===== config.mk =====
export PLATFORM = sky130hd
export DESIGN_NAME = acr_converter_control
export DESIGN_NICKNAME = d
export VERILOG_FILES = /design/src/design/acr_pkg.sv /design/src/design/acr_converter_control.sv /design/src/design/acr_channel_decode.sv
export SDC_FILE = /design/constraint.sdc
export NUM_CORES = 1
export LEC_CHECK = 0
export BUFFER_PORTS_ARGS = -buffer_cell sky130_fd_sc_hd__clkbuf_2
export CAP_MARGIN = 20
export CORE_MARGIN = 5
export CORE_UTILIZATION = 40
export CTS_CLUSTER_DIAMETER = 40
export CTS_CLUSTER_SIZE = 25
export DETAILED_ROUTE_END_ITERATION = 10
export HOLD_SLACK_MARGIN = 0.12
export PLACE_DENSITY = 0.66
export SLEW_MARGIN = 20
export SYNTH_ARGS = -nofsm -noshare
export SYNTH_HDL_FRONTEND = slang
export SYNTH_SLANG_ARGS = --single-unit

===== constraint.sdc =====
create_clock -name clk -period 3.1 [get_ports clk]
set_input_delay 0.155 -clock clk [delete_from_list [all_inputs] [get_ports clk]]
set_output_delay 0.155 -clock clk [all_outputs]
set_load 0.02 [all_outputs]

===== src/design/acr_pkg.sv =====
// Purpose: Shared constants for the converter control and result block
// Assumes: 8-bit registers, one per aligned 32-bit word on AXI4-Lite
// Notes:   Functional notes below list the behaviour kept by the design
//
// Functional notes
// - Single-ended result is unsigned 0x000 to 0x3FF
// - Single-ended code comes from analog front end
// - Differential code scaled by gain in front end
// - Differential result presented in two's complement
// - Result bit 9 is sign of differential
// - Result valid when done flag rises, unless frozen by a low byte read
// - Reference/channel changes wait for conversion end
// - Reference select decodes external, supply, reserved, internal
// - Left adjust reformats result immediately
// - Codes 0-7 single-ended, bandgap, ground
// - Gain 10/200 differential pairs and shorts
// - Unity gain pairs against input 1, 2
// - Enable bit switches converter on/off
// - Clearing enable aborts running conversion
// - High/low byte layout per alignment
// - Low byte read freezes result until high
// - Start reads busy; first conversion 25 clocks
// - Flag set on completion, cleared by ack/write-one
package acr_pkg;
   // ****************************************
   // Register byte addresses
   // ****************************************
   localparam logic [3:0] ADDR_MUX_SELECT  = 4'h0;
   localparam logic [3:0] ADDR_CONTROL_A   = 4'h4;
   localparam logic [3:0] ADDR_RESULT_LOW  = 4'h8;
   localparam logic [3:0] ADDR_RESULT_HIGH = 4'hC;
   // ****************************************
   // Field positions
   // ****************************************
   localparam int REF_MSB   = 7;
   localparam int REF_LSB   = 6;
   localparam int LADJ_BIT  = 5;
   localparam int CHAN_MSB  = 4;
   localparam int EN_BIT    = 7;
   localparam int START_BIT = 6;
   localparam int ATE_BIT   = 5;
   localparam int FLAG_BIT  = 4;
   localparam int IE_BIT    = 3;
   localparam int DIV_MSB   = 2;
   localparam int SIGN_BIT  = 9;
   // ****************************************
   // Reset values, codes and timing counts
   // ****************************************
   localparam logic [7:0] RESET_MUX_SELECT = 8'h00;
   localparam logic [7:0] RESET_CONTROL_A  = 8'h00;
   localparam logic [4:0] CONV_CLOCKS_NORMAL = 5'h0D;
   localparam logic [4:0] CONV_CLOCKS_FIRST  = 5'h19;
   localparam logic [1:0] REF_EXTERNAL = 2'h0;
   localparam logic [1:0] REF_SUPPLY   = 2'h1;
   localparam logic [1:0] REF_RESERVED = 2'h2;
   localparam logic [1:0] REF_INTERNAL = 2'h3;
   localparam logic [4:0] CH_RESERVED  = 5'h0C;
   localparam logic [4:0] CH_BANDGAP   = 5'h1E;
   localparam logic [4:0] CH_GROUND    = 5'h1F;
   localparam logic [1:0] RESP_OKAY    = 2'h0;
   localparam logic [1:0] RESP_SLVERR  = 2'h2;
   typedef enum logic [1:0] {GAIN_1, GAIN_10, GAIN_200} acr_gain_type;
   typedef enum logic [1:0] {ST_OFF, ST_IDLE, ST_CONVERT} acr_state_type;
endpackage


===== src/design/acr_converter_control.sv =====
// Purpose: Control, sequencing and result registers of a 10-bit converter
// Assumes: Analog front end delivers the finished code on analogCode
// Notes:   Differential codes arrive offset binary and leave two's complement
`timescale 1ns/100ps
module acr_converter_control (
   input  wire logic                   clk,
   input  wire logic                   rst_b,
   input  wire logic [3:0]             s_axi_awaddr,
   input  wire logic                   s_axi_awvalid,
   output logic                        s_axi_awready,
   input  wire logic [31:0]            s_axi_wdata,
   input  wire logic [3:0]             s_axi_wstrb,
   input  wire logic                   s_axi_wvalid,
   output logic                        s_axi_wready,
   output logic [1:0]                  s_axi_bresp,
   output logic                        s_axi_bvalid,
   input  wire logic                   s_axi_bready,
   input  wire logic [3:0]             s_axi_araddr,
   input  wire logic                   s_axi_arvalid,
   output logic                        s_axi_arready,
   output logic [31:0]                 s_axi_rdata,
   output logic [1:0]                  s_axi_rresp,
   output logic                        s_axi_rvalid,
   input  wire logic                   s_axi_rready,
   input  wire logic [9:0]             analogCode,
   input  wire logic                   vectorAck,
   output logic                        conversionIrq,
   output logic                        converterOn,
   output logic                        sampleActive,
   output logic [1:0]                  referenceSelect,
   output logic                        internalRefOn,
   output logic [2:0]                  posInput,
   output logic [2:0]                  negInput,
   output acr_pkg::acr_gain_type       gainSelect,
   output logic                        diffMode,
   output logic                        bandgapSelect,
   output logic                        groundSelect
);
   // ****************************************
   // Declarations
   // ****************************************
   acr_pkg::acr_state_type state_reg;
   acr_pkg::acr_gain_type  decGain;
   logic [7:0]  muxSelect_reg;
   logic        autoTrig_reg, irqEnable_reg, doneFlag_reg, firstPending_reg, convFirst_reg;
   logic [2:0]  divSel_reg, divShift;
   logic [6:0]  prescale_reg, divLimit;
   logic [4:0]  convTicks_reg, convLen;
   logic [6:0]  activeSel_reg;
   logic [9:0]  result_reg, codeSync1_reg, codeSync2_reg;
   logic        freeze_reg;
   logic        awHeld_reg, wHeld_reg;
   logic [3:0]  awAddr_reg;
   logic [7:0]  wByte_reg;
   logic        wLane_reg;
   logic        doWrite, doRead, ctlWrite, muxWrite, tick, complete, startConv, busy;
   logic [7:0]  wrCtl, resLow, resHigh, ctlRead;
   logic [2:0]  decPos, decNeg;
   logic        decDiff, decBandgap, decGround;

   // ****************************************
   // AXI4-Lite write channel
   // ****************************************
   // Address and data taken in either order, response after both
   assign s_axi_awready = ~awHeld_reg & ~s_axi_bvalid;
   assign s_axi_wready  = ~wHeld_reg & ~s_axi_bvalid;
   assign doWrite       = awHeld_reg & wHeld_reg & ~s_axi_bvalid;
   assign wrCtl         = wByte_reg;
   assign ctlWrite      = doWrite & wLane_reg & (awAddr_reg == acr_pkg::ADDR_CONTROL_A);
   assign muxWrite      = doWrite & wLane_reg & (awAddr_reg == acr_pkg::ADDR_MUX_SELECT);

   // Hold the address until the write fires
   always_ff @(posedge clk) begin
      if (!rst_b) begin
         awHeld_reg <= 1'b0;
         awAddr_reg <= 4'h0;
      end else if (s_axi_awvalid && s_axi_awready) begin
         awHeld_reg <= 1'b1;
         awAddr_reg <= s_axi_awaddr;
      end else if (doWrite) begin
         awHeld_reg <= 1'b0;
      end
   end

   // Hold the low data byte and its strobe until the write fires
   always_ff @(posedge clk) begin
      if (!rst_b) begin
         wHeld_reg <= 1'b0;
         wByte_reg <= 8'h00;
         wLane_reg <= 1'b0;
      end else if (s_axi_wvalid && s_axi_wready) begin
         wHeld_reg <= 1'b1;
         wByte_reg <= s_axi_wdata[7:0];
         wLane_reg <= s_axi_wstrb[0];
      end else if (doWrite) begin
         wHeld_reg <= 1'b0;
      end
   end

   // Write response, error for unmapped or read-only words
   always_ff @(posedge clk) begin
      if (!rst_b) begin
         s_axi_bvalid <= 1'b0;
         s_axi_bresp  <= acr_pkg::RESP_OKAY;
      end else if (doWrite) begin
         s_axi_bvalid <= 1'b1;
         s_axi_bresp  <= (awAddr_reg == acr_pkg::ADDR_CONTROL_A || awAddr_reg == acr_pkg::ADDR_MUX_SELECT)
                         ? acr_pkg::RESP_OKAY : acr_pkg::RESP_SLVERR;
      end else if (s_axi_bready) begin
         s_axi_bvalid <= 1'b0;
      end
   end

   // ****************************************
   // AXI4-Lite read channel
   // ****************************************
   assign s_axi_arready = ~s_axi_rvalid;
   assign doRead        = s_axi_arvalid & s_axi_arready;
   // Alignment applied at read time so a flip shows at once
   assign resLow  = muxSelect_reg[acr_pkg::LADJ_BIT] ? {result_reg[1:0], 6'h00} : result_reg[7:0];
   assign resHigh = muxSelect_reg[acr_pkg::LADJ_BIT] ? result_reg[9:2] : {6'h00, result_reg[9:8]};
   assign ctlRead = {converterOn, busy, autoTrig_reg, doneFlag_reg, irqEnable_reg, divSel_reg};

   // Read data and response
   always_ff @(posedge clk) begin
      if (!rst_b) begin
         s_axi_rvalid <= 1'b0;
         s_axi_rdata  <= 32'h0000_0000;
         s_axi_rresp  <= acr_pkg::RESP_OKAY;
      end else if (doRead) begin
         s_axi_rvalid <= 1'b1;
         s_axi_rresp  <= acr_pkg::RESP_OKAY;
         case (s_axi_araddr)
            acr_pkg::ADDR_MUX_SELECT:  s_axi_rdata <= {24'h00_0000, muxSelect_reg};
            acr_pkg::ADDR_CONTROL_A:   s_axi_rdata <= {24'h00_0000, ctlRead};
            acr_pkg::ADDR_RESULT_LOW:  s_axi_rdata <= {24'h00_0000, resLow};
            acr_pkg::ADDR_RESULT_HIGH: s_axi_rdata <= {24'h00_0000, resHigh};
            default: begin
               s_axi_rdata <= 32'h0000_0000;
               s_axi_rresp <= acr_pkg::RESP_SLVERR;
            end
         endcase
      end else if (s_axi_rready) begin
         s_axi_rvalid <= 1'b0;
      end
   end

   // ****************************************
   // Control registers
   // ****************************************
   // Selection register, written at any time
   always_ff @(posedge clk) begin
      if (!rst_b) begin
         muxSelect_reg <= acr_pkg::RESET_MUX_SELECT;
      end else if (muxWrite) begin
         muxSelect_reg <= wrCtl;
      end
   end

   // Plain control fields of register A
   always_ff @(posedge clk) begin
      if (!rst_b) begin
         autoTrig_reg  <= acr_pkg::RESET_CONTROL_A[acr_pkg::ATE_BIT];
         irqEnable_reg <= acr_pkg::RESET_CONTROL_A[acr_pkg::IE_BIT];
         divSel_reg    <= acr_pkg::RESET_CONTROL_A[acr_pkg::DIV_MSB:0];
      end else if (ctlWrite) begin
         autoTrig_reg  <= wrCtl[acr_pkg::ATE_BIT];
         irqEnable_reg <= wrCtl[acr_pkg::IE_BIT];
         divSel_reg    <= wrCtl[acr_pkg::DIV_MSB:0];
      end
   end

   // Done flag: completion beats a same-cycle clear
   always_ff @(posedge clk) begin
      if (!rst_b) begin
         doneFlag_reg <= 1'b0;
      end else if (complete) begin
         doneFlag_reg <= 1'b1;
      end else if (vectorAck || (ctlWrite && wrCtl[acr_pkg::FLAG_BIT])) begin
         doneFlag_reg <= 1'b0;
      end
   end
   assign conversionIrq = doneFlag_reg & irqEnable_reg;

   // ****************************************
   // Conversion sequencer
   // ****************************************
   assign busy        = (state_reg == acr_pkg::ST_CONVERT);
   assign converterOn = (state_reg != acr_pkg::ST_OFF);
   assign sampleActive = busy;
   // Start needs enable in the same write; writing zero to start is ignored
   assign startConv = (ctlWrite && wrCtl[acr_pkg::START_BIT] && wrCtl[acr_pkg::EN_BIT] && !busy)
                      || (complete && autoTrig_reg && !(ctlWrite && !wrCtl[acr_pkg::EN_BIT]));
   // Divider of 2 for codes 0 and 1, else two to the code
   assign divShift = (divSel_reg == 3'h0) ? 3'h1 : divSel_reg;
   assign divLimit = 7'((8'h01 << divShift) - 8'h01);
   assign tick     = busy && (prescale_reg == divLimit);
   assign convLen  = convFirst_reg ? acr_pkg::CONV_CLOCKS_FIRST : acr_pkg::CONV_CLOCKS_NORMAL;
   assign complete = tick && (convTicks_reg == 5'(convLen - 5'h01)) && !(ctlWrite && !wrCtl[acr_pkg::EN_BIT]);

   // Power state and conversion state
   always_ff @(posedge clk) begin
      if (!rst_b) begin
         state_reg <= acr_pkg::ST_OFF;
      end else begin
         case (state_reg)
            acr_pkg::ST_OFF: begin
               if (startConv) begin
                  state_reg <= acr_pkg::ST_CONVERT;
               end else if (ctlWrite && wrCtl[acr_pkg::EN_BIT]) begin
                  state_reg <= acr_pkg::ST_IDLE;
               end
            end
            acr_pkg::ST_IDLE: begin
               if (ctlWrite && !wrCtl[acr_pkg::EN_BIT]) begin
                  state_reg <= acr_pkg::ST_OFF;
               end else if (startConv) begin
                  state_reg <= acr_pkg::ST_CONVERT;
               end
            end
            acr_pkg::ST_CONVERT: begin
               if (ctlWrite && !wrCtl[acr_pkg::EN_BIT]) begin
                  state_reg <= acr_pkg::ST_OFF;
               end else if (complete && !startConv) begin
                  state_reg <= acr_pkg::ST_IDLE;
               end
            end
            default: begin
               state_reg <= acr_pkg::ST_OFF;
            end
         endcase
      end
   end

   // First conversion after enabling is the long one
   always_ff @(posedge clk) begin
      if (!rst_b) begin
         firstPending_reg <= 1'b1;
         convFirst_reg    <= 1'b0;
      end else if (startConv) begin
         firstPending_reg <= 1'b0;
         convFirst_reg    <= firstPending_reg | (state_reg == acr_pkg::ST_OFF);
      end else if (state_reg == acr_pkg::ST_OFF) begin
         firstPending_reg <= 1'b1;
      end
   end

   // Prescaler and converter clock count, restarted per conversion
   always_ff @(posedge clk) begin
      if (!rst_b || startConv || !busy) begin
         prescale_reg  <= 7'h00;
         convTicks_reg <= 5'h00;
      end else if (tick) begin
         prescale_reg  <= 7'h00;
         convTicks_reg <= 5'(convTicks_reg + 5'h01);
      end else begin
         prescale_reg  <= 7'(prescale_reg + 7'h01);
      end
   end

   // Applied selection follows software only between conversions
   always_ff @(posedge clk) begin
      if (!rst_b) begin
         activeSel_reg <= 7'h00;
      end else if (!busy) begin
         activeSel_reg <= {muxSelect_reg[acr_pkg::REF_MSB:acr_pkg::REF_LSB], muxSelect_reg[acr_pkg::CHAN_MSB:0]};
      end
   end

   // ****************************************
   // Analog side selection outputs
   // ****************************************
   acr_channel_decode u_decode (
      .chanCode    (activeSel_reg[4:0]),
      .posInput    (decPos),
      .negInput    (decNeg),
      .gain        (decGain),
      .diffMode    (decDiff),
      .bandgapSel  (decBandgap),
      .groundSel   (decGround),
      .reservedSel ()
   );

   // Registered drive of the analog multiplexer and reference
   always_ff @(posedge clk) begin
      if (!rst_b) begin
         referenceSelect <= acr_pkg::REF_EXTERNAL;
         internalRefOn   <= 1'b0;
         posInput        <= 3'h0;
         negInput        <= 3'h0;
         gainSelect      <= acr_pkg::GAIN_1;
         diffMode        <= 1'b0;
         bandgapSelect   <= 1'b0;
         groundSelect    <= 1'b0;
      end else begin
         referenceSelect <= activeSel_reg[6:5];
         internalRefOn   <= (activeSel_reg[6:5] == acr_pkg::REF_INTERNAL);
         posInput        <= decPos;
         negInput        <= decNeg;
         gainSelect      <= decGain;
         diffMode        <= decDiff;
         bandgapSelect   <= decBandgap;
         groundSelect    <= decGround;
      end
   end

   // ****************************************
   // Result capture
   // ****************************************
   // Code from the analog side passes two flops
   always_ff @(posedge clk) begin
      if (!rst_b) begin
         codeSync1_reg <= 10'h000;
         codeSync2_reg <= 10'h000;
      end else begin
         codeSync1_reg <= analogCode;
         codeSync2_reg <= codeSync1_reg;
      end
   end

   // Low byte read freezes the pair until the high byte is read
   always_ff @(posedge clk) begin
      if (!rst_b) begin
         freeze_reg <= 1'b0;
      end else if (doRead && s_axi_araddr == acr_pkg::ADDR_RESULT_LOW) begin
         freeze_reg <= 1'b1;
      end else if (doRead && s_axi_araddr == acr_pkg::ADDR_RESULT_HIGH) begin
         freeze_reg <= 1'b0;
      end
   end

   // Result lands with the flag unless frozen; differential made two's complement
   always_ff @(posedge clk) begin
      if (!rst_b) begin
         result_reg <= 10'h000;
      end else if (complete && !freeze_reg) begin
         result_reg <= decDiff ? {~codeSync2_reg[acr_pkg::SIGN_BIT], codeSync2_reg[8:0]}
                               : codeSync2_reg;
      end
   end
endmodule // acr_converter_control


===== src/design/acr_channel_decode.sv =====
// Purpose: Decode of the five-bit channel and gain code
// Assumes: Purely combinational, driven from the applied selection
// Notes:   Shorted pairs report equal positive and negative inputs
`timescale 1ns/100ps
module acr_channel_decode (
   input  wire logic [4:0]           chanCode,
   output logic [2:0]                posInput,
   output logic [2:0]                negInput,
   output acr_pkg::acr_gain_type     gain,
   output logic                      diffMode,
   output logic                      bandgapSel,
   output logic                      groundSel,
   output logic                      reservedSel
);
   // ****************************************
   // Code table
   // ****************************************
   // Split by top two bits of the code
   always_comb begin
      posInput    = chanCode[2:0];
      negInput    = 3'h0;
      gain        = acr_pkg::GAIN_1;
      diffMode    = 1'b0;
      bandgapSel  = 1'b0;
      groundSel   = 1'b0;
      reservedSel = (chanCode == acr_pkg::CH_RESERVED);
      case (chanCode[4:3])
         2'h0: begin
            diffMode = 1'b0;
         end
         2'h1: begin
            // Pairs 1-0 and 3-2, gain from bit 1
            negInput = {1'b0, chanCode[2], 1'b0};
            posInput = {1'b0, chanCode[2], chanCode[0]};
            gain     = chanCode[1] ? acr_pkg::GAIN_200 : acr_pkg::GAIN_10;
            diffMode = 1'b1;
         end
         2'h2: begin
            negInput = 3'h1;
            diffMode = 1'b1;
         end
         default: begin
            if (chanCode == acr_pkg::CH_BANDGAP) begin
               bandgapSel = 1'b1;
            end else if (chanCode == acr_pkg::CH_GROUND) begin
               groundSel = 1'b1;
            end else begin
               negInput = 3'h2;
               diffMode = 1'b1;
            end
         end
      endcase
   end
endmodule // acr_channel_decode


==> reports/summary.txt <==
======================================================================================
TritonCTS clock tree                                                              done
Unrepaired setup endpoints after global routing                                     no
Vias                                                                              3668
Average wire length per cell after detail routing                         13.6 microns
Fraction of the yosys area taken by sequential cells                             0.467
Area of the mapped netlist                                                  4630 sq um
Final cell count without fillers                                                   740
Count of H-tree levels built during CTS                                              3
Maximum ir drop on the vdd rail                                               0.265 mV
Number of antenna-violating nets in the routed design                                0
WHS Path Cells                                                                       4
DP HPWL                                                                   7320 microns
CTS clock-pin slew for the worst setup and hold paths                          0.07 ns
Clock latency on the worst-skew pair                                           0.34 ns
Critical Path Sink Type                                                           flop
Violation count after the first detailed-route iteration                           120
Initial antenna violation count                                                      0
Cts bufs inserted                                                                    9
Actual transition at the worst max-transition pin                             0.847 ns
Cell depth of the worst flop-to-flop path                                            7
Post CTS Setup Buffer Count                                                          0
Run status                                                                finished, final reports clean
Final max-slew violation count                                                       0
Number of input and output port buffers inserted                                    65
Max Clk Rate                                                                 0.386 GHz
Layout overhead on the synthesized area                                          19.2%
Detailed-route DRC error count                                                       0
Floorplan die width                                                        118 microns
CP Data Required Time                                                          3.36 ns
Placement-stage cell area                                                   4950 sq um
Total number of clock tree sinks                                                   108
Drt via density                                                                   4.96
Leakage power total                                                            2.20 nW
Detailed-route wire length                                                10100 microns
Die Outline Area                                                           13800 sq um
Pin count of the biggest net entering global routing                                48
Via count of the first global-routing pass                                        3536
Maximum clock skew at final layout                                          0.00665 ns
Fraction of layout cells with a size suffix above 1                              0.162
Yosys warnings                                                                       0
Std-Cell Rows                                                                       39
Number of buffers on the longest clock path                                          2
GPL Wtd Cong                                                                     0.864
Placed instance count                                                              699
Register bit total from synthesis                                                  108
Highest fanout seen on the critical path                                            13
MaxCap Viol Count                                                                    0
Number of setup violations in the final report                                       0
Drt pass-1 iters                                                                     5
Critical path start-end classification                                      reg -> reg
Root Buffer Master                                                        sky130_fd_sc_hd__clkbuf_16
Sort of element at the start of the critical path                                 flop
Endpoint arrival time on the critical path                                     2.85 ns
Relative max-transition margin                                                   0.432
Power density over cell area                                               513 nW/um^2
Aggregate negative setup slack                                                    0 ns
Number of enable-type register cells in the synthesized netlist                      0
Initial core utilization                                                         0.407
Primary flip-flop cell chosen by synthesis mapping                        sky130_fd_sc_hd__dfxtp_1
Total Routing Usage GR                                                           0.145
Number of standard cells after synthesis                                           515
Wire length of the first global-routing pass                              16900 microns
Area of the core region                                                    11400 sq um
Total power consumption of the routed design                                   2.83 mW
Mean instance size in the synthesized netlist                               8.99 sq um
Final std cell area, no fill                                                5520 sq um
ANT cells                                                                            0
Minimum clock period                                                           2.59 ns
Sum of overflow across all layers after global routing                               0
Final hold violation count                                                           0
Nets                                                                               663
Height of the die                                                          118 microns
Worst min path class                                                         in -> reg
Share of the clock period used by the worst path after layout                    0.836
Number of distinct standard cells referenced by the synthesized netlist             55
I/O pin count                                                                      120
Share of async-settable or async-resettable flops after synthesis                    0
======================================================================================
## layout make-up
cell class	count	area, sq um
fillers	1081	5850
multi-input cells	365	2200
flip-flops and latches	108	2160
repair buffers	94	608
clock buffers	11	253
well taps	143	179
clock inverters	4	56.3
inverters	15	56.3
## placed cells by master, fill, tap and decap left out, types with 3 or more instances in the layout
| master | n |
|---|---|
| sky130_fd_sc_hd__a211oi_1 | 12 |
| sky130_fd_sc_hd__a21oi_1 | 28 |
| sky130_fd_sc_hd__a221oi_1 | 3 |
| sky130_fd_sc_hd__a2bb2oi_1 | 4 |
| sky130_fd_sc_hd__and2_1 | 27 |
| sky130_fd_sc_hd__and3_1 | 6 |
| sky130_fd_sc_hd__buf_4 | 3 |
| sky130_fd_sc_hd__clkbuf_16 | 9 |
| sky130_fd_sc_hd__clkbuf_2 | 65 |
| sky130_fd_sc_hd__conb_1 | 28 |
| sky130_fd_sc_hd__dfxtp_1 | 108 |
| sky130_fd_sc_hd__dlygate4sd3_1 | 26 |
| sky130_fd_sc_hd__ha_1 | 8 |
| sky130_fd_sc_hd__inv_1 | 13 |
| sky130_fd_sc_hd__mux2i_1 | 40 |
| sky130_fd_sc_hd__nand2_1 | 67 |
| sky130_fd_sc_hd__nand2b_1 | 5 |
| sky130_fd_sc_hd__nand3_1 | 10 |
| sky130_fd_sc_hd__nor2_1 | 53 |
| sky130_fd_sc_hd__nor2b_1 | 4 |
| sky130_fd_sc_hd__nor3_1 | 3 |
| sky130_fd_sc_hd__nor4_1 | 6 |
| sky130_fd_sc_hd__o21ai_0 | 9 |
| sky130_fd_sc_hd__o31ai_1 | 3 |
| sky130_fd_sc_hd__or3_1 | 3 |
| sky130_fd_sc_hd__or4_1 | 3 |
| sky130_fd_sc_hd__xnor2_1 | 5 |
| sky130_fd_sc_hd__xor2_1 | 6 |
## metal layers
metal	wire, microns	GRT usage	vias to the layer above	share of wire
met5	0	0	-	0
met4	176	0.0530	0	0.017
met3	623	0.0365	10	0.062
met2	4600	0.238	106	0.46
met1	4660	0.185	1707	0.46
li1	-	-	1845	-
## repair_timing
action	in CTS	in global routing
resized for setup	0	0
hold endpoints to repair	25	0
hold buffers	26	0
## report_power, final
part / leakage [nW] / internal, mW / switching, mW / total [mW]
clock network: 0.153 / 0.674 / 0.512 / 1.19
registers: 0.878 / 1.42 / 0.0219 / 1.44
logic: 1.17 / 0.0802 / 0.125 / 0.205
## worst max-delay path, cell delays in order (launching register included)
cell                       delay [ns]
sky130_fd_sc_hd__dfxtp_1         0.38
sky130_fd_sc_hd__or2_2           0.30
sky130_fd_sc_hd__ha_1            0.29
sky130_fd_sc_hd__xor2_1          0.13
sky130_fd_sc_hd__and3_1          0.18
sky130_fd_sc_hd__nand3_1         0.37
sky130_fd_sc_hd__or4_1           0.63
sky130_fd_sc_hd__a211oi_1        0.24
## through the flow
step / utilization / hold WS (ns) / setup WS [ns]
3_5_place_dp: 0.435 / 0.351 / 0.486
6_report: 0.485 / 0.132 / 0.508
5_1_grt: 0.485 / 0.145 / 0.229
4_1_cts: 0.485 / 0.129 / 0.494
3_3_place_gp: 0.435 / 0.346 / 0.622
2_1_floorplan: - / 0.255 / 0.886
## final timing paths
check / from / end / slack, ns
worst max-delay path: divSel_reg[2] / convTicks_reg[3] / 0.51
worst min-delay path: vectorAck / doneFlag_reg / 0.13
worst max register to register: divSel_reg[2] / convTicks_reg[3] / 0.51
worst min register to register: codeSync1_reg[1] / codeSync2_reg[1] / 0.44
## Yosys cell counts (3+ instances only)
library cell                number  area (sq um)
sky130_fd_sc_hd__o21ai_0         9          45.0
sky130_fd_sc_hd__and3_1          6          37.5
sky130_fd_sc_hd__or3_1           3          18.8
sky130_fd_sc_hd__nor3_1          3          15.0
sky130_fd_sc_hd__a21oi_1        28           140
sky130_fd_sc_hd__o31ai_1         3          22.5
sky130_fd_sc_hd__dfxtp_1       108          2160
sky130_fd_sc_hd__inv_1          13          48.8
sky130_fd_sc_hd__a2bb2oi_1       4          35.0
sky130_fd_sc_hd__clkbuf_1       21          78.8
sky130_fd_sc_hd__a221oi_1        3          26.3
sky130_fd_sc_hd__xnor2_1         5          43.8
sky130_fd_sc_hd__buf_4          27           203
sky130_fd_sc_hd__or4_1           3          22.5
sky130_fd_sc_hd__nor2b_1         4          25.0
sky130_fd_sc_hd__a211oi_1       12          90.1
sky130_fd_sc_hd__ha_1            8           100
sky130_fd_sc_hd__mux2i_1        40           400
sky130_fd_sc_hd__nor2_1         53           199
sky130_fd_sc_hd__xor2_1          6          52.6
sky130_fd_sc_hd__nor4_1          7          43.8
sky130_fd_sc_hd__nand2b_1        5          31.3
sky130_fd_sc_hd__buf_2           3          15.0
sky130_fd_sc_hd__and2_1         27           169
sky130_fd_sc_hd__nand2_1        67           251
sky130_fd_sc_hd__nand3_1        10          50.1
## cells by family after synthesis
| family | count (synthesis) | synth area share |
|---|---|---|
| other | 2 | 0.00162 |
| DFF | 108 | 0.467 |
| xor gates and xnor gates | 11 | 0.0208 |
| adders and majority gates | 8 | 0.0216 |
| and+or+nand+nor | 205 | 0.218 |
| muxes | 40 | 0.0865 |
| AOI/OAI and AO/OA | 73 | 0.105 |
| buffers and inverters | 68 | 0.0794 |
Note: power is estimated with default switching activity, not from simulation.
